--- src/inrush_seq_consts.svh ---
// Offsets, field positions, reset values and timing figures for the
// insertion power sequencer. Included by the top module only.
`ifndef INRUSH_SEQ_CONSTS_SVH
`define INRUSH_SEQ_CONSTS_SVH

// Register byte offsets on the AXI4-Lite slave
`define REG_CONTROL      4'h0
`define REG_ALERT_EN     4'h4
`define REG_FAULT_LOG    4'h8
`define REG_STATUS       4'hC

// Control register fields
`define CTL_OV_RETRY     0
`define CTL_UV_RETRY     1
`define CTL_OC_RETRY     2
`define CTL_FET_ON       3
`define CTL_SECOND_POWER_GOOD_IO_LSB     4
`define CTL_SECOND_POWER_GOOD_IO_OUT     6
`define CTL_PB_RETRY     7
`define CTL_RESET        8'h03
`define ALERT_EN_RESET   8'h00

// Fault log fields
`define FLT_OV           0
`define FLT_UV           1
`define FLT_OC           2
`define FLT_PB           3
`define FLT_SC           4
`define FLT_EN           5
`define FLT_EXT          7

// Timing: nominal delay for 1 uF, breaker timeout, clock rate
`define NOMINAL_DELAY_MS 256
`define BREAKER_TIME_US  530
`define CLK_FREQ_KHZ     10000

`endif

--- src/inrush_seq_pkg.sv ---
// Types shared by the insertion power sequencer.
// Constants live in inrush_seq_consts.svh.
package inrush_seq_pkg;

   // Sequencer states
   typedef enum logic [3:0] {
      ST_OFF, ST_STARTUP, ST_READY, ST_ON_WAIT, ST_PG1_DLY, ST_PG2_DLY,
      ST_WATCH, ST_RUN, ST_OV_HOLD, ST_RETRY, ST_LATCHED
   } seq_state_e;

   // Analog comparator outputs, one bit each, high = condition true
   typedef struct packed {
      logic supply_ok;     // both supply lockouts released
      logic uvh_above;     // undervoltage-high input above threshold
      logic uvl_above;     // undervoltage-low input above threshold
      logic uvl_reset;     // undervoltage-low input below reset level
      logic ov_above;      // overvoltage input above threshold
      logic drain_low;     // drain within power-good window
      logic gate_high;     // gate fully enhanced
      logic overcurrent;   // current limit active
      logic short_circuit; // catastrophic short
   } cmp_in_s;

   // SECOND_POWER_GOOD_IO pin modes
   typedef enum logic [1:0] {
      SECOND_POWER_GOOD_IO_SECOND_PG, SECOND_POWER_GOOD_IO_GP_OUT, SECOND_POWER_GOOD_IO_GP_IN, SECOND_POWER_GOOD_IO_HIZ
   } second_power_good_io_mode_e;

endpackage

--- src/insertion_power_sequencer.sv ---
// Insertion power sequencer: gate control, fault log, power-good
// sequencing and alert. Assumes one 10 MHz clock, a synchronous
// power-on reset, asynchronous comparators and pins, AXI4-Lite host.
//
// Behaviour
// - Enable pin low permits turn-on after startup delay; high holds off.
// - Each enable pin level change sets an event bit in the log.
// - Enable falling edge clears faults and loads FET-on bit from on pin.
// - External fault pin low latches its log bit; gate unaffected.
// - On pin rising edge commands gate on, falling edge commands off.
// - After reset FET-on bit follows on pin one timer period later.
// - On pin falling edge clears all logged faults.
// - Enabled logged faults pull the open-drain alert output low.
// - Gate high and drain low give first power good after delay.
// - Power good clears on every gate pull-down except overvoltage with ov retry set.
// - Overvoltage turns gate off; keeps both power goods if ov retry set.
// - Second power good follows first by two delays by default.
// - Watchdog input must go low in time, else latch off (retry if pb retry set), power bad.
// - Watchdog starts when second power good latches; four periods.
// - Delays: startup, uv/pb retry one; pg two; watchdog, oc four.
// - Timed retry for all faults except overvoltage.
// - Overcurrent lasting full breaker timeout turns gate off.
// - Short circuit pulls gate down at once, no delay.
// - Gate off until lockouts, uv, ov ok and startup delay done.
// - Undervoltage-low trip turns gate off, releases both power goods.
// - Undervoltage-low below reset level clears faults, allows restart.
// - Turn-on needs undervoltage-high comparator above threshold.
// - Startup condition lost during delay restarts it from zero.
`include "inrush_seq_consts.svh"
`timescale 1ns/1ps
`default_nettype none

module insertion_power_sequencer #(
   parameter int NOMINAL_CYCLES = `NOMINAL_DELAY_MS * `CLK_FREQ_KHZ,
   parameter int BREAKER_CYCLES = `BREAKER_TIME_US * `CLK_FREQ_KHZ / 1000
) (
   // Clock and reset
   input  wire logic                   clk,
   input  wire logic                   reset,
   // Comparators and pins
   input  wire inrush_seq_pkg::cmp_in_s cmp_in,
   input  wire logic                   enable_n_in,
   input  wire logic                   on_in,
   input  wire logic                   external_fault_in,
   input  wire logic                   power_good_watchdog_in,
   // Gate drive
   output var  logic                   gate_on,
   output var  logic                   gate_pulldown,
   // Open-drain outputs, enable low while pulling low
   output var  logic                   first_power_good_n_oe_n,
   output var  logic                   alert_n_oe_n,
   input  wire logic                   second_power_good_io_in,
   output var  logic                   second_power_good_io_out,
   output var  logic                   second_power_good_io_oe_n,
   // AXI4-Lite slave
   input  wire logic [3:0]             s_axi_awaddr,
   input  wire logic                   s_axi_awvalid,
   output var  logic                   s_axi_awready,
   input  wire logic [31:0]            s_axi_wdata,
   input  wire logic [3:0]             s_axi_wstrb,
   input  wire logic                   s_axi_wvalid,
   output var  logic                   s_axi_wready,
   output var  logic [1:0]             s_axi_bresp,
   output var  logic                   s_axi_bvalid,
   input  wire logic                   s_axi_bready,
   input  wire logic [3:0]             s_axi_araddr,
   input  wire logic                   s_axi_arvalid,
   output var  logic                   s_axi_arready,
   output var  logic [31:0]            s_axi_rdata,
   output var  logic [1:0]             s_axi_rresp,
   output var  logic                   s_axi_rvalid,
   input  wire logic                   s_axi_rready
);
   import inrush_seq_pkg::*;

   localparam int NIN = 14;

   logic [NIN-1:0] raw_in, s1_r, s2_r, s3_r, filt_r;
   cmp_in_s        cmp;
   logic           en_f, on_f, ext_f, wdog_f, second_power_good_io_f, en_d_r, on_d_r;
   logic           en_fall, en_edge, on_rise, on_fall;
   seq_state_e     state_r, state_nxt;
   logic [31:0]    per_cnt_r;
   logic [2:0]     mult_r, target;
   logic           per_tick, tmr_done, boot_r;
   logic [31:0]    cb_cnt_r;
   logic           cb_expired, start_ok, pg_cond, gate_nxt, pg_keep;
   logic [7:0]     ctl_r, alert_en_r, fault_r, fault_nxt, flt_set;
   logic [2:0]     retry_mult_r, retry_mult_nxt;
   logic           clear_all, pg1_r, pg2_r;
   logic [3:0]     aw_addr_r, ar_addr_r;
   logic [31:0]    w_data_r;
   logic [3:0]     w_strb_r;
   logic           aw_full_r, w_full_r, wr_fire;
   second_power_good_io_mode_e     second_power_good_io_mode;

   // input synchroniser
   // Three stages; a change is accepted once stages two and three agree
   assign raw_in = {cmp_in, enable_n_in, on_in, external_fault_in,
                    power_good_watchdog_in, second_power_good_io_in};
   always_ff @(posedge clk)
   begin
      s1_r <= raw_in;
      s2_r <= s1_r;
      s3_r <= s2_r;
   end

   // Filtered level per input, reset to the inactive pin levels
   for (genvar i = 0; i < NIN; i++)
   begin : g_filt
      always_ff @(posedge clk)
      begin
         if (reset)
            filt_r[i] <= (i == 1 || i == 2 || i == 4);
         else if (s2_r[i] == s3_r[i])
            filt_r[i] <= s3_r[i];
      end
   end

   assign cmp    = cmp_in_s'(filt_r[NIN-1:5]);
   assign en_f   = filt_r[4];
   assign on_f   = filt_r[3];
   assign ext_f  = filt_r[2];
   assign wdog_f = filt_r[1];
   assign second_power_good_io_f = filt_r[0];

   // Previous levels for edge detection on the filtered pins
   always_ff @(posedge clk)
   begin
      if (reset)
      begin
         en_d_r <= 1'b1;
         on_d_r <= 1'b0;
      end
      else
      begin
         en_d_r <= en_f;
         on_d_r <= on_f;
      end
   end

   assign en_edge = en_f ^ en_d_r;
   assign en_fall = en_d_r & ~en_f;
   assign on_rise = on_f & ~on_d_r;
   assign on_fall = on_d_r & ~on_f;

   // nominal delay divider
   // Restarts on every state change so each delay is measured whole
   assign per_tick = (per_cnt_r == 32'(NOMINAL_CYCLES - 1));
   always_ff @(posedge clk)
   begin
      if (reset || state_nxt != state_r)
      begin
         per_cnt_r <= 32'h0000_0000;
         mult_r    <= 3'h0;
      end
      else if (per_tick)
      begin
         per_cnt_r <= 32'h0000_0000;
         mult_r    <= mult_r + 3'h1;
      end
      else
         per_cnt_r <= per_cnt_r + 32'h0000_0001;
   end

   always_comb
   begin
      unique case (state_r)
         ST_PG1_DLY, ST_PG2_DLY: target = 3'h2;
         ST_WATCH:               target = 3'h4;
         ST_RETRY:               target = retry_mult_r;
         default:                target = 3'h1;
      endcase
   end
   assign tmr_done = per_tick && (mult_r + 3'h1 == target);

   // circuit breaker timer
   // Runs only while the gate is on and the limit stays active
   assign cb_expired = (cb_cnt_r == 32'(BREAKER_CYCLES - 1));
   always_ff @(posedge clk)
   begin
      if (reset || !cmp.overcurrent || !gate_on)
         cb_cnt_r <= 32'h0000_0000;
      else if (!cb_expired)
         cb_cnt_r <= cb_cnt_r + 32'h0000_0001;
   end

   assign start_ok = cmp.supply_ok & cmp.uvh_above & cmp.uvl_above &
                     ~cmp.ov_above & ~en_f;
   assign pg_cond  = cmp.gate_high & cmp.drain_low;

   // Sequencer next state and fault events
   always_comb
   begin
      state_nxt      = state_r;
      flt_set        = 8'h00;
      retry_mult_nxt = retry_mult_r;
      if (!ext_f)
         flt_set[`FLT_EXT] = 1'b1;
      if (en_edge)
         flt_set[`FLT_EN] = 1'b1;
      unique case (state_r)
         ST_OFF:
            if (start_ok)
               state_nxt = ST_STARTUP;
         ST_STARTUP:
            if (!start_ok)
               state_nxt = ST_OFF;
            else if (tmr_done)
               state_nxt = ST_READY;
         ST_READY:
            if (!start_ok)
               state_nxt = ST_OFF;
            else if (ctl_r[`CTL_FET_ON])
               state_nxt = ST_ON_WAIT;
         ST_OV_HOLD:
            if (en_f || !cmp.uvl_above || !cmp.supply_ok)
               state_nxt = ST_OFF;
            else if (!cmp.ov_above && ctl_r[`CTL_FET_ON])
               state_nxt = pg2_r ? ST_RUN : ST_ON_WAIT;
         ST_RETRY:
            if (tmr_done)
               state_nxt = start_ok ? ST_READY : ST_OFF;
         // Stays until the latching fault bits are cleared
         ST_LATCHED:
            if ((fault_r & 8'h1F) == 8'h00)
               state_nxt = ST_OFF;
         default:
         begin
            // Gate-on states; pg sequencing first, faults override
            unique case (state_r)
               ST_ON_WAIT:
                  if (pg_cond)
                     state_nxt = ST_PG1_DLY;
               ST_PG1_DLY:
                  if (!pg_cond)
                     state_nxt = ST_ON_WAIT;
                  else if (tmr_done)
                     state_nxt = ST_PG2_DLY;
               ST_PG2_DLY:
                  if (tmr_done)
                     state_nxt = ST_WATCH;
               ST_WATCH:
                  if (!wdog_f)
                     state_nxt = ST_RUN;
                  else if (tmr_done)
                  begin
                     flt_set[`FLT_PB] = 1'b1;
                     state_nxt = ctl_r[`CTL_PB_RETRY] ? ST_RETRY
                                                      : ST_LATCHED;
                     retry_mult_nxt = 3'h1;
                  end
               default:
                  state_nxt = state_r;
            endcase
            if (cmp.short_circuit)
            begin
               flt_set[`FLT_SC] = 1'b1;
               state_nxt = ctl_r[`CTL_OC_RETRY] ? ST_RETRY : ST_LATCHED;
               retry_mult_nxt = 3'h4;
            end
            else if (!cmp.uvl_above || !cmp.supply_ok)
            begin
               flt_set[`FLT_UV] = 1'b1;
               state_nxt = ctl_r[`CTL_UV_RETRY] ? ST_RETRY : ST_LATCHED;
               retry_mult_nxt = 3'h1;
            end
            else if (en_f || !ctl_r[`CTL_FET_ON])
               state_nxt = ST_OFF;
            else if (cmp.ov_above)
            begin
               flt_set[`FLT_OV] = 1'b1;
               state_nxt = ctl_r[`CTL_OV_RETRY] ? ST_OV_HOLD : ST_LATCHED;
            end
            else if (cb_expired)
            begin
               flt_set[`FLT_OC] = 1'b1;
               state_nxt = ctl_r[`CTL_OC_RETRY] ? ST_RETRY : ST_LATCHED;
               retry_mult_nxt = 3'h4;
            end
         end
      endcase
   end

   assign gate_nxt = (state_nxt == ST_ON_WAIT) || (state_nxt == ST_PG1_DLY)
                  || (state_nxt == ST_PG2_DLY) || (state_nxt == ST_WATCH)
                  || (state_nxt == ST_RUN);

   always_ff @(posedge clk)
   begin
      if (reset)
      begin
         state_r      <= ST_OFF;
         retry_mult_r <= 3'h1;
      end
      else
      begin
         state_r      <= state_nxt;
         retry_mult_r <= retry_mult_nxt;
      end
   end

   // Gate drive; strong pull-down whenever the gate is not enabled
   always_ff @(posedge clk)
   begin
      if (reset)
      begin
         gate_on       <= 1'b0;
         gate_pulldown <= 1'b1;
      end
      else
      begin
         gate_on       <= gate_nxt;
         gate_pulldown <= ~gate_nxt;
      end
   end

   assign pg_keep = gate_nxt || (state_nxt == ST_OV_HOLD);

   // Power good flags
   always_ff @(posedge clk)
   begin
      if (reset || !pg_keep)
      begin
         pg1_r <= 1'b0;
         pg2_r <= 1'b0;
      end
      else
      begin
         if (state_r == ST_PG1_DLY && state_nxt == ST_PG2_DLY)
            pg1_r <= 1'b1;
         if (state_r == ST_PG2_DLY && state_nxt == ST_WATCH)
            pg2_r <= 1'b1;
      end
   end

   assign clear_all = en_fall | on_fall | cmp.uvl_reset;

   // Fault log: hardware set wins over any clear in the same cycle
   always_comb
   begin
      fault_nxt = fault_r;
      if (clear_all)
         fault_nxt = 8'h00;
      else if (wr_fire && aw_addr_r == `REG_FAULT_LOG && w_strb_r[0])
         fault_nxt = fault_r & ~w_data_r[7:0];
      fault_nxt = fault_nxt | flt_set;
   end

   always_ff @(posedge clk)
   begin
      if (reset)
         fault_r <= 8'h00;
      else
         fault_r <= fault_nxt;
   end

   // Control and alert enable registers
   always_ff @(posedge clk)
   begin
      if (reset)
      begin
         ctl_r      <= `CTL_RESET;
         alert_en_r <= `ALERT_EN_RESET;
         boot_r     <= 1'b1;
      end
      else
      begin
         if (wr_fire && aw_addr_r == `REG_CONTROL && w_strb_r[0])
            ctl_r <= w_data_r[7:0];
         if (wr_fire && aw_addr_r == `REG_ALERT_EN && w_strb_r[0])
            alert_en_r <= w_data_r[7:0];
         if (boot_r && per_tick)
         begin
            boot_r <= 1'b0;
            if (on_f)
               ctl_r[`CTL_FET_ON] <= 1'b1;
         end
         // on pin edges
         // Pin edges wait for the power-up tick, else filters filling
         // after reset would set the bit a whole period early
         if (!boot_r && on_rise)
            ctl_r[`CTL_FET_ON] <= 1'b1;
         else if (!boot_r && on_fall)
            ctl_r[`CTL_FET_ON] <= 1'b0;
         if (!boot_r && en_fall)
            ctl_r[`CTL_FET_ON] <= on_f;
      end
   end

   assign second_power_good_io_mode = second_power_good_io_mode_e'(ctl_r[`CTL_SECOND_POWER_GOOD_IO_LSB +: 2]);

   // Open-drain outputs; enables low while pulling the pin low
   always_ff @(posedge clk)
   begin
      if (reset)
      begin
         first_power_good_n_oe_n   <= 1'b1;
         second_power_good_io_oe_n <= 1'b1;
         second_power_good_io_out  <= 1'b0;
         alert_n_oe_n              <= 1'b1;
      end
      else
      begin
         first_power_good_n_oe_n <= ~pg1_r;
         unique case (second_power_good_io_mode)
            SECOND_POWER_GOOD_IO_SECOND_PG: second_power_good_io_oe_n <= ~pg2_r;
            SECOND_POWER_GOOD_IO_GP_OUT:    second_power_good_io_oe_n <= ctl_r[`CTL_SECOND_POWER_GOOD_IO_OUT];
            default:        second_power_good_io_oe_n <= 1'b1;
         endcase
         second_power_good_io_out <= 1'b0;
         alert_n_oe_n <= ~|(fault_nxt & alert_en_r);
      end
   end

   // AXI4-Lite write: address and data taken in either order
   assign wr_fire = aw_full_r & w_full_r & ~s_axi_bvalid;
   always_ff @(posedge clk)
   begin
      if (reset)
      begin
         aw_full_r     <= 1'b0;
         w_full_r      <= 1'b0;
         aw_addr_r     <= 4'h0;
         w_data_r      <= 32'h0000_0000;
         w_strb_r      <= 4'h0;
         s_axi_awready <= 1'b0;
         s_axi_wready  <= 1'b0;
         s_axi_bvalid  <= 1'b0;
         s_axi_bresp   <= 2'h0;
      end
      else
      begin
         s_axi_awready <= ~aw_full_r & ~s_axi_awready;
         s_axi_wready  <= ~w_full_r & ~s_axi_wready;
         if (s_axi_awvalid && s_axi_awready)
         begin
            aw_full_r <= 1'b1;
            aw_addr_r <= {s_axi_awaddr[3:2], 2'h0};
         end
         if (s_axi_wvalid && s_axi_wready)
         begin
            w_full_r <= 1'b1;
            w_data_r <= s_axi_wdata;
            w_strb_r <= s_axi_wstrb;
         end
         if (wr_fire)
         begin
            aw_full_r    <= 1'b0;
            w_full_r     <= 1'b0;
            s_axi_bvalid <= 1'b1;
            // Status is read-only and answers writes with slave error
            s_axi_bresp  <= (aw_addr_r == `REG_STATUS) ? 2'h2 : 2'h0;
         end
         else if (s_axi_bready)
            s_axi_bvalid <= 1'b0;
      end
   end

   // AXI4-Lite read: one cycle address phase, data the next
   always_ff @(posedge clk)
   begin
      if (reset)
      begin
         s_axi_arready <= 1'b0;
         s_axi_rvalid  <= 1'b0;
         s_axi_rdata   <= 32'h0000_0000;
         s_axi_rresp   <= 2'h0;
         ar_addr_r     <= 4'h0;
      end
      else
      begin
         s_axi_arready <= ~s_axi_arready & ~s_axi_rvalid;
         if (s_axi_arvalid && s_axi_arready)
         begin
            ar_addr_r    <= s_axi_araddr;
            s_axi_rvalid <= 1'b1;
            s_axi_rresp  <= 2'h0;
            unique case ({s_axi_araddr[3:2], 2'h0})
               `REG_CONTROL:   s_axi_rdata <= {24'h0, ctl_r};
               `REG_ALERT_EN:  s_axi_rdata <= {24'h0, alert_en_r};
               `REG_FAULT_LOG: s_axi_rdata <= {24'h0, fault_r};
               default:
                  s_axi_rdata <= {12'h0, 4'(state_r), filt_r, pg2_r, pg1_r};
            endcase
         end
         else if (s_axi_rready)
            s_axi_rvalid <= 1'b0;
      end
   end

endmodule
`default_nettype wire

--- config.mk ---
export PLATFORM = sky130hd
export DESIGN_NAME = insertion_power_sequencer
export DESIGN_NICKNAME = d
export VERILOG_FILES = /design/src/inrush_seq_pkg.sv /design/src/insertion_power_sequencer.sv
export VERILOG_INCLUDE_DIRS = /design/src /design/src/src
export SDC_FILE = /design/constraint.sdc
export NUM_CORES = 1
export LEC_CHECK = 0
export BUFFER_PORTS_ARGS = -buffer_cell sky130_fd_sc_hd__buf_2
export CORE_MARGIN = 2
export CORE_UTILIZATION = 37
export CTS_BUF_LIST = sky130_fd_sc_hd__clkbuf_16
export CTS_CLUSTER_DIAMETER = 80
export CTS_CLUSTER_SIZE = 30
export DETAILED_ROUTE_END_ITERATION = 10
export PLACE_DENSITY_LB_ADDON = 0.1
export SYNTH_ARGS = -nofsm -noshare
export SYNTH_HDL_FRONTEND = slang
export SYNTH_SLANG_ARGS = --single-unit
--- constraint.sdc ---
create_clock -name clk -period 4.2 [get_ports clk]
set_input_delay 0.84 -clock clk [delete_from_list [all_inputs] [get_ports clk]]
set_output_delay 0.84 -clock clk [all_outputs]
set_load 0.03 [all_outputs]
==> flow_summary.yaml <==
status:
  status: "complete, no violations"
synthesis:
  synth_most_common_cell: "dfxtp_1"
  yosys_warnings: 0
  synth_enable_flop_cells: 0
  ys_seq_area_share_pct: 49.98
  syn-instance-count: 904
  synth_top_cell_by_area: "dfxtp_1"
  synth_commonest_cells: "dfxtp_1, nor2_1, nand2_1"
  synth_area_leaders: "dfxtp_1, nor2_1, nand2_1"
  synthDistinctLibCells: 57
  synth_top_area_share_pct: 49.98
  synthesis.area_um2: 8130
  async_flop_share_pct: 0
  syn_avg_cell_area_um2: 8.994
  ys_ff_latch: 203
  ys_dominant_reg_cell: "dfxtp_1"
setup_path:
  reg2reg_from: "state_r[0]"
  start_kind: "flop"
  path_class: "reg2reg"
  arrival_ns: 3.86
  cp_max_fo: 35
  worstSetupStartpoint: "state_r[0]"
  critPathRequiredTime_ns: 4.62
  crit_path_end_kind: "flop"
layout:
  final_nets: 1027
  fin_cells: 1245
  antenna_cells: 0
  area_delta_synth_final_pct: 12.39
  drive_above_1_share_pct: 12.02
  final_util_pct: 42.13
power:
  power_density_nw_per_um2: 389.9
  ir_drop_uv: 272.8
  leakagePower_nw: 3.375
flow_run:
  drv_cap: 0
timing:
  max_slew_margin_pct: 39.06
  timing.final.crit_share_pct: 81.95
  fin_worst_skew_ns: 0.05024
  drv_slew: 0
  hold_viol: 0
  worst_slack_ns: 0.7582
  fin_setup_tns_ns: 0
  finalSetupViolations: 0
  clock.fmax_mhz: 290.5
  worst_slew_pin_slew_ns: 0.9120
  rsz0062_at_grt: "false"
  finalCriticalPeriod_ns: 3.442
cts:
  cts_setup_buffers: 0
  cts_buffers: 13
  clock-sinks: 203
  htreeDepth: 1
  cts-resized-gates: 0
  cts_buffer_depth: 3
  cts_root_buf: "clkbuf_16"
  ctsHoldBuffers: 0
  path_clk_slew_ns: 0.10
  clock_latency_ns: 0.50
  cts_tree: "yes"
floorplan:
  ios: 112
  fp-row-count: 54
  core_area_um2: 21690
  die_w_um: 152.2
  initial_utilization_pct: 37.49
  die_y_um: 152.2
  die-area_um2: 23180
routing:
  viasPerCell: 5.054
  via_count: 6292
  wl_per_cell_um: 14.74
  drc: 0
  first_pass_iters: 7
  ant_nets: 0
  drtIter0Drc: 414
  wirelength_um: 18350
global_route:
  grt_first_pass_wirelength_um: 30180
  grt_max_degree: 61
  antenna_found_initial: 0
  grt_overflow: 0
  track_usage_pct: 15.45
  grt_pass1_vias: 5844
placement:
  dp_hpwl_um: 12630
  port_buffers: 64
  dp_cells: 1223
  place_congestion: 0.8575
  pre_cts_slack_ns: 0.8132
worst_hold_path:
  hold_start: "s1_r[6]"
  hp-class: "reg2reg"
-- state kept, by name, summed over array words and instances (netlist names), 8 cells and up --
| signal | cells |
|---|---|
| fault_r | 8 |
| ctl_r | 8 |
| cb_cnt_r | 32 |
| s3_r | 14 |
| alert_en_r | 8 |
| w_data_r | 8 |
| cmp | 9 |
| s_axi_rdata | 20 |
| s1_r | 14 |
| s2_r | 14 |
| per_cnt_r | 32 |
-- area by class of cell --
class                           count  area [µm²]
Fill cell                        2200       12550
Sequential cell                   203        4064
Multi-Input combinational cell    646        3794
Timing Repair Buffer               74       395.4
Tap cell                          280       350.3
Clock buffer                       13       325.3
Clock inverter                      9       133.9
Inverter                           20       75.07
-- power by group --
group	internal, mW	leakage [nW]	switching, mW	total, mW
sequential	1.97	1.66	0.0387	2.01
combinational	0.0467	1.50	0.0978	0.145
clock	0.676	0.222	0.732	1.41
total	2.69	3.38	0.868	3.56
-- cells in the final DEF (no fill, tap or decap), drive strengths merged, types with 5 or more instances in the layout --
| master | count |
|---|---|
| mux2i | 16 |
| buf | 74 |
| nor4b | 5 |
| a211oi | 7 |
| nor3 | 30 |
| or3 | 11 |
| clkbuf | 13 |
| nand2 | 115 |
| nor4 | 8 |
| mux4 | 8 |
| conb | 16 |
| clkinv | 5 |
| nand2b | 6 |
| xnor2 | 23 |
| inv | 23 |
| a21oi | 59 |
| nor2b | 7 |
| o21ai | 27 |
| and2 | 7 |
| nor2 | 123 |
| nand3 | 33 |
| a22oi | 14 |
| and3 | 23 |
| a31oi | 5 |
| nand4 | 7 |
| dfxtp | 203 |
| xor2 | 42 |
-- logic make-up after synthesis --
logic type      synth area share, %
buf+inv                       4.047
simple gates                  23.28
flops                         49.98
mux                           4.324
xor+xnor                      7.002
compound gates                10.70
other cells                 0.04612
fa+ha+maj                    0.6156
-- critical path, cell delays in order, from the launching register on --
cell	delay, ns
dfxtp_1	0.67
nor3b_1	0.41
a32oi_1	0.19
xnor2_1	0.19
or4_1	0.59
a221o_1	0.40
nand4_1	0.11
nor3b_2	0.21
nand4_2	0.11
buf_4	0.26
nor3_1	0.19
-- path summary, 6_finish.rpt --
| kind | to | slack (ns) | cells past startpoint |
|---|---|---|---|
| setup / recovery | per_cnt_r[21] | 0.76 | 10 |
| hold / removal | s2_r[6] | 0.33 | 0 |
| setup reg to reg | per_cnt_r[21] | 0.76 | 10 |
| hold reg to reg | s2_r[6] | 0.33 | 0 |
-- per-stage QoR --
step	power (mW)	cell area (µm²)	hold WS [ns]
CTS	3.628	9138	0.3359
global placement	2.199	8678	0.3099
global route	3.715	9138	0.3389
detailed placement	2.201	8678	0.3121
floorplan	2.157	8187	0.3096
finish	3.563	9138	0.3329
-- routing by layer --
metal,track usage (%),vias to the layer above,part of all wire (%)
met4,3.649,0,2.1
met2,23.17,148,41
li1,-,3188,-
met5,0,-,0
met3,2.787,22,5.2
met1,23.06,2934,51
Power figures use the tool's default switching activity.
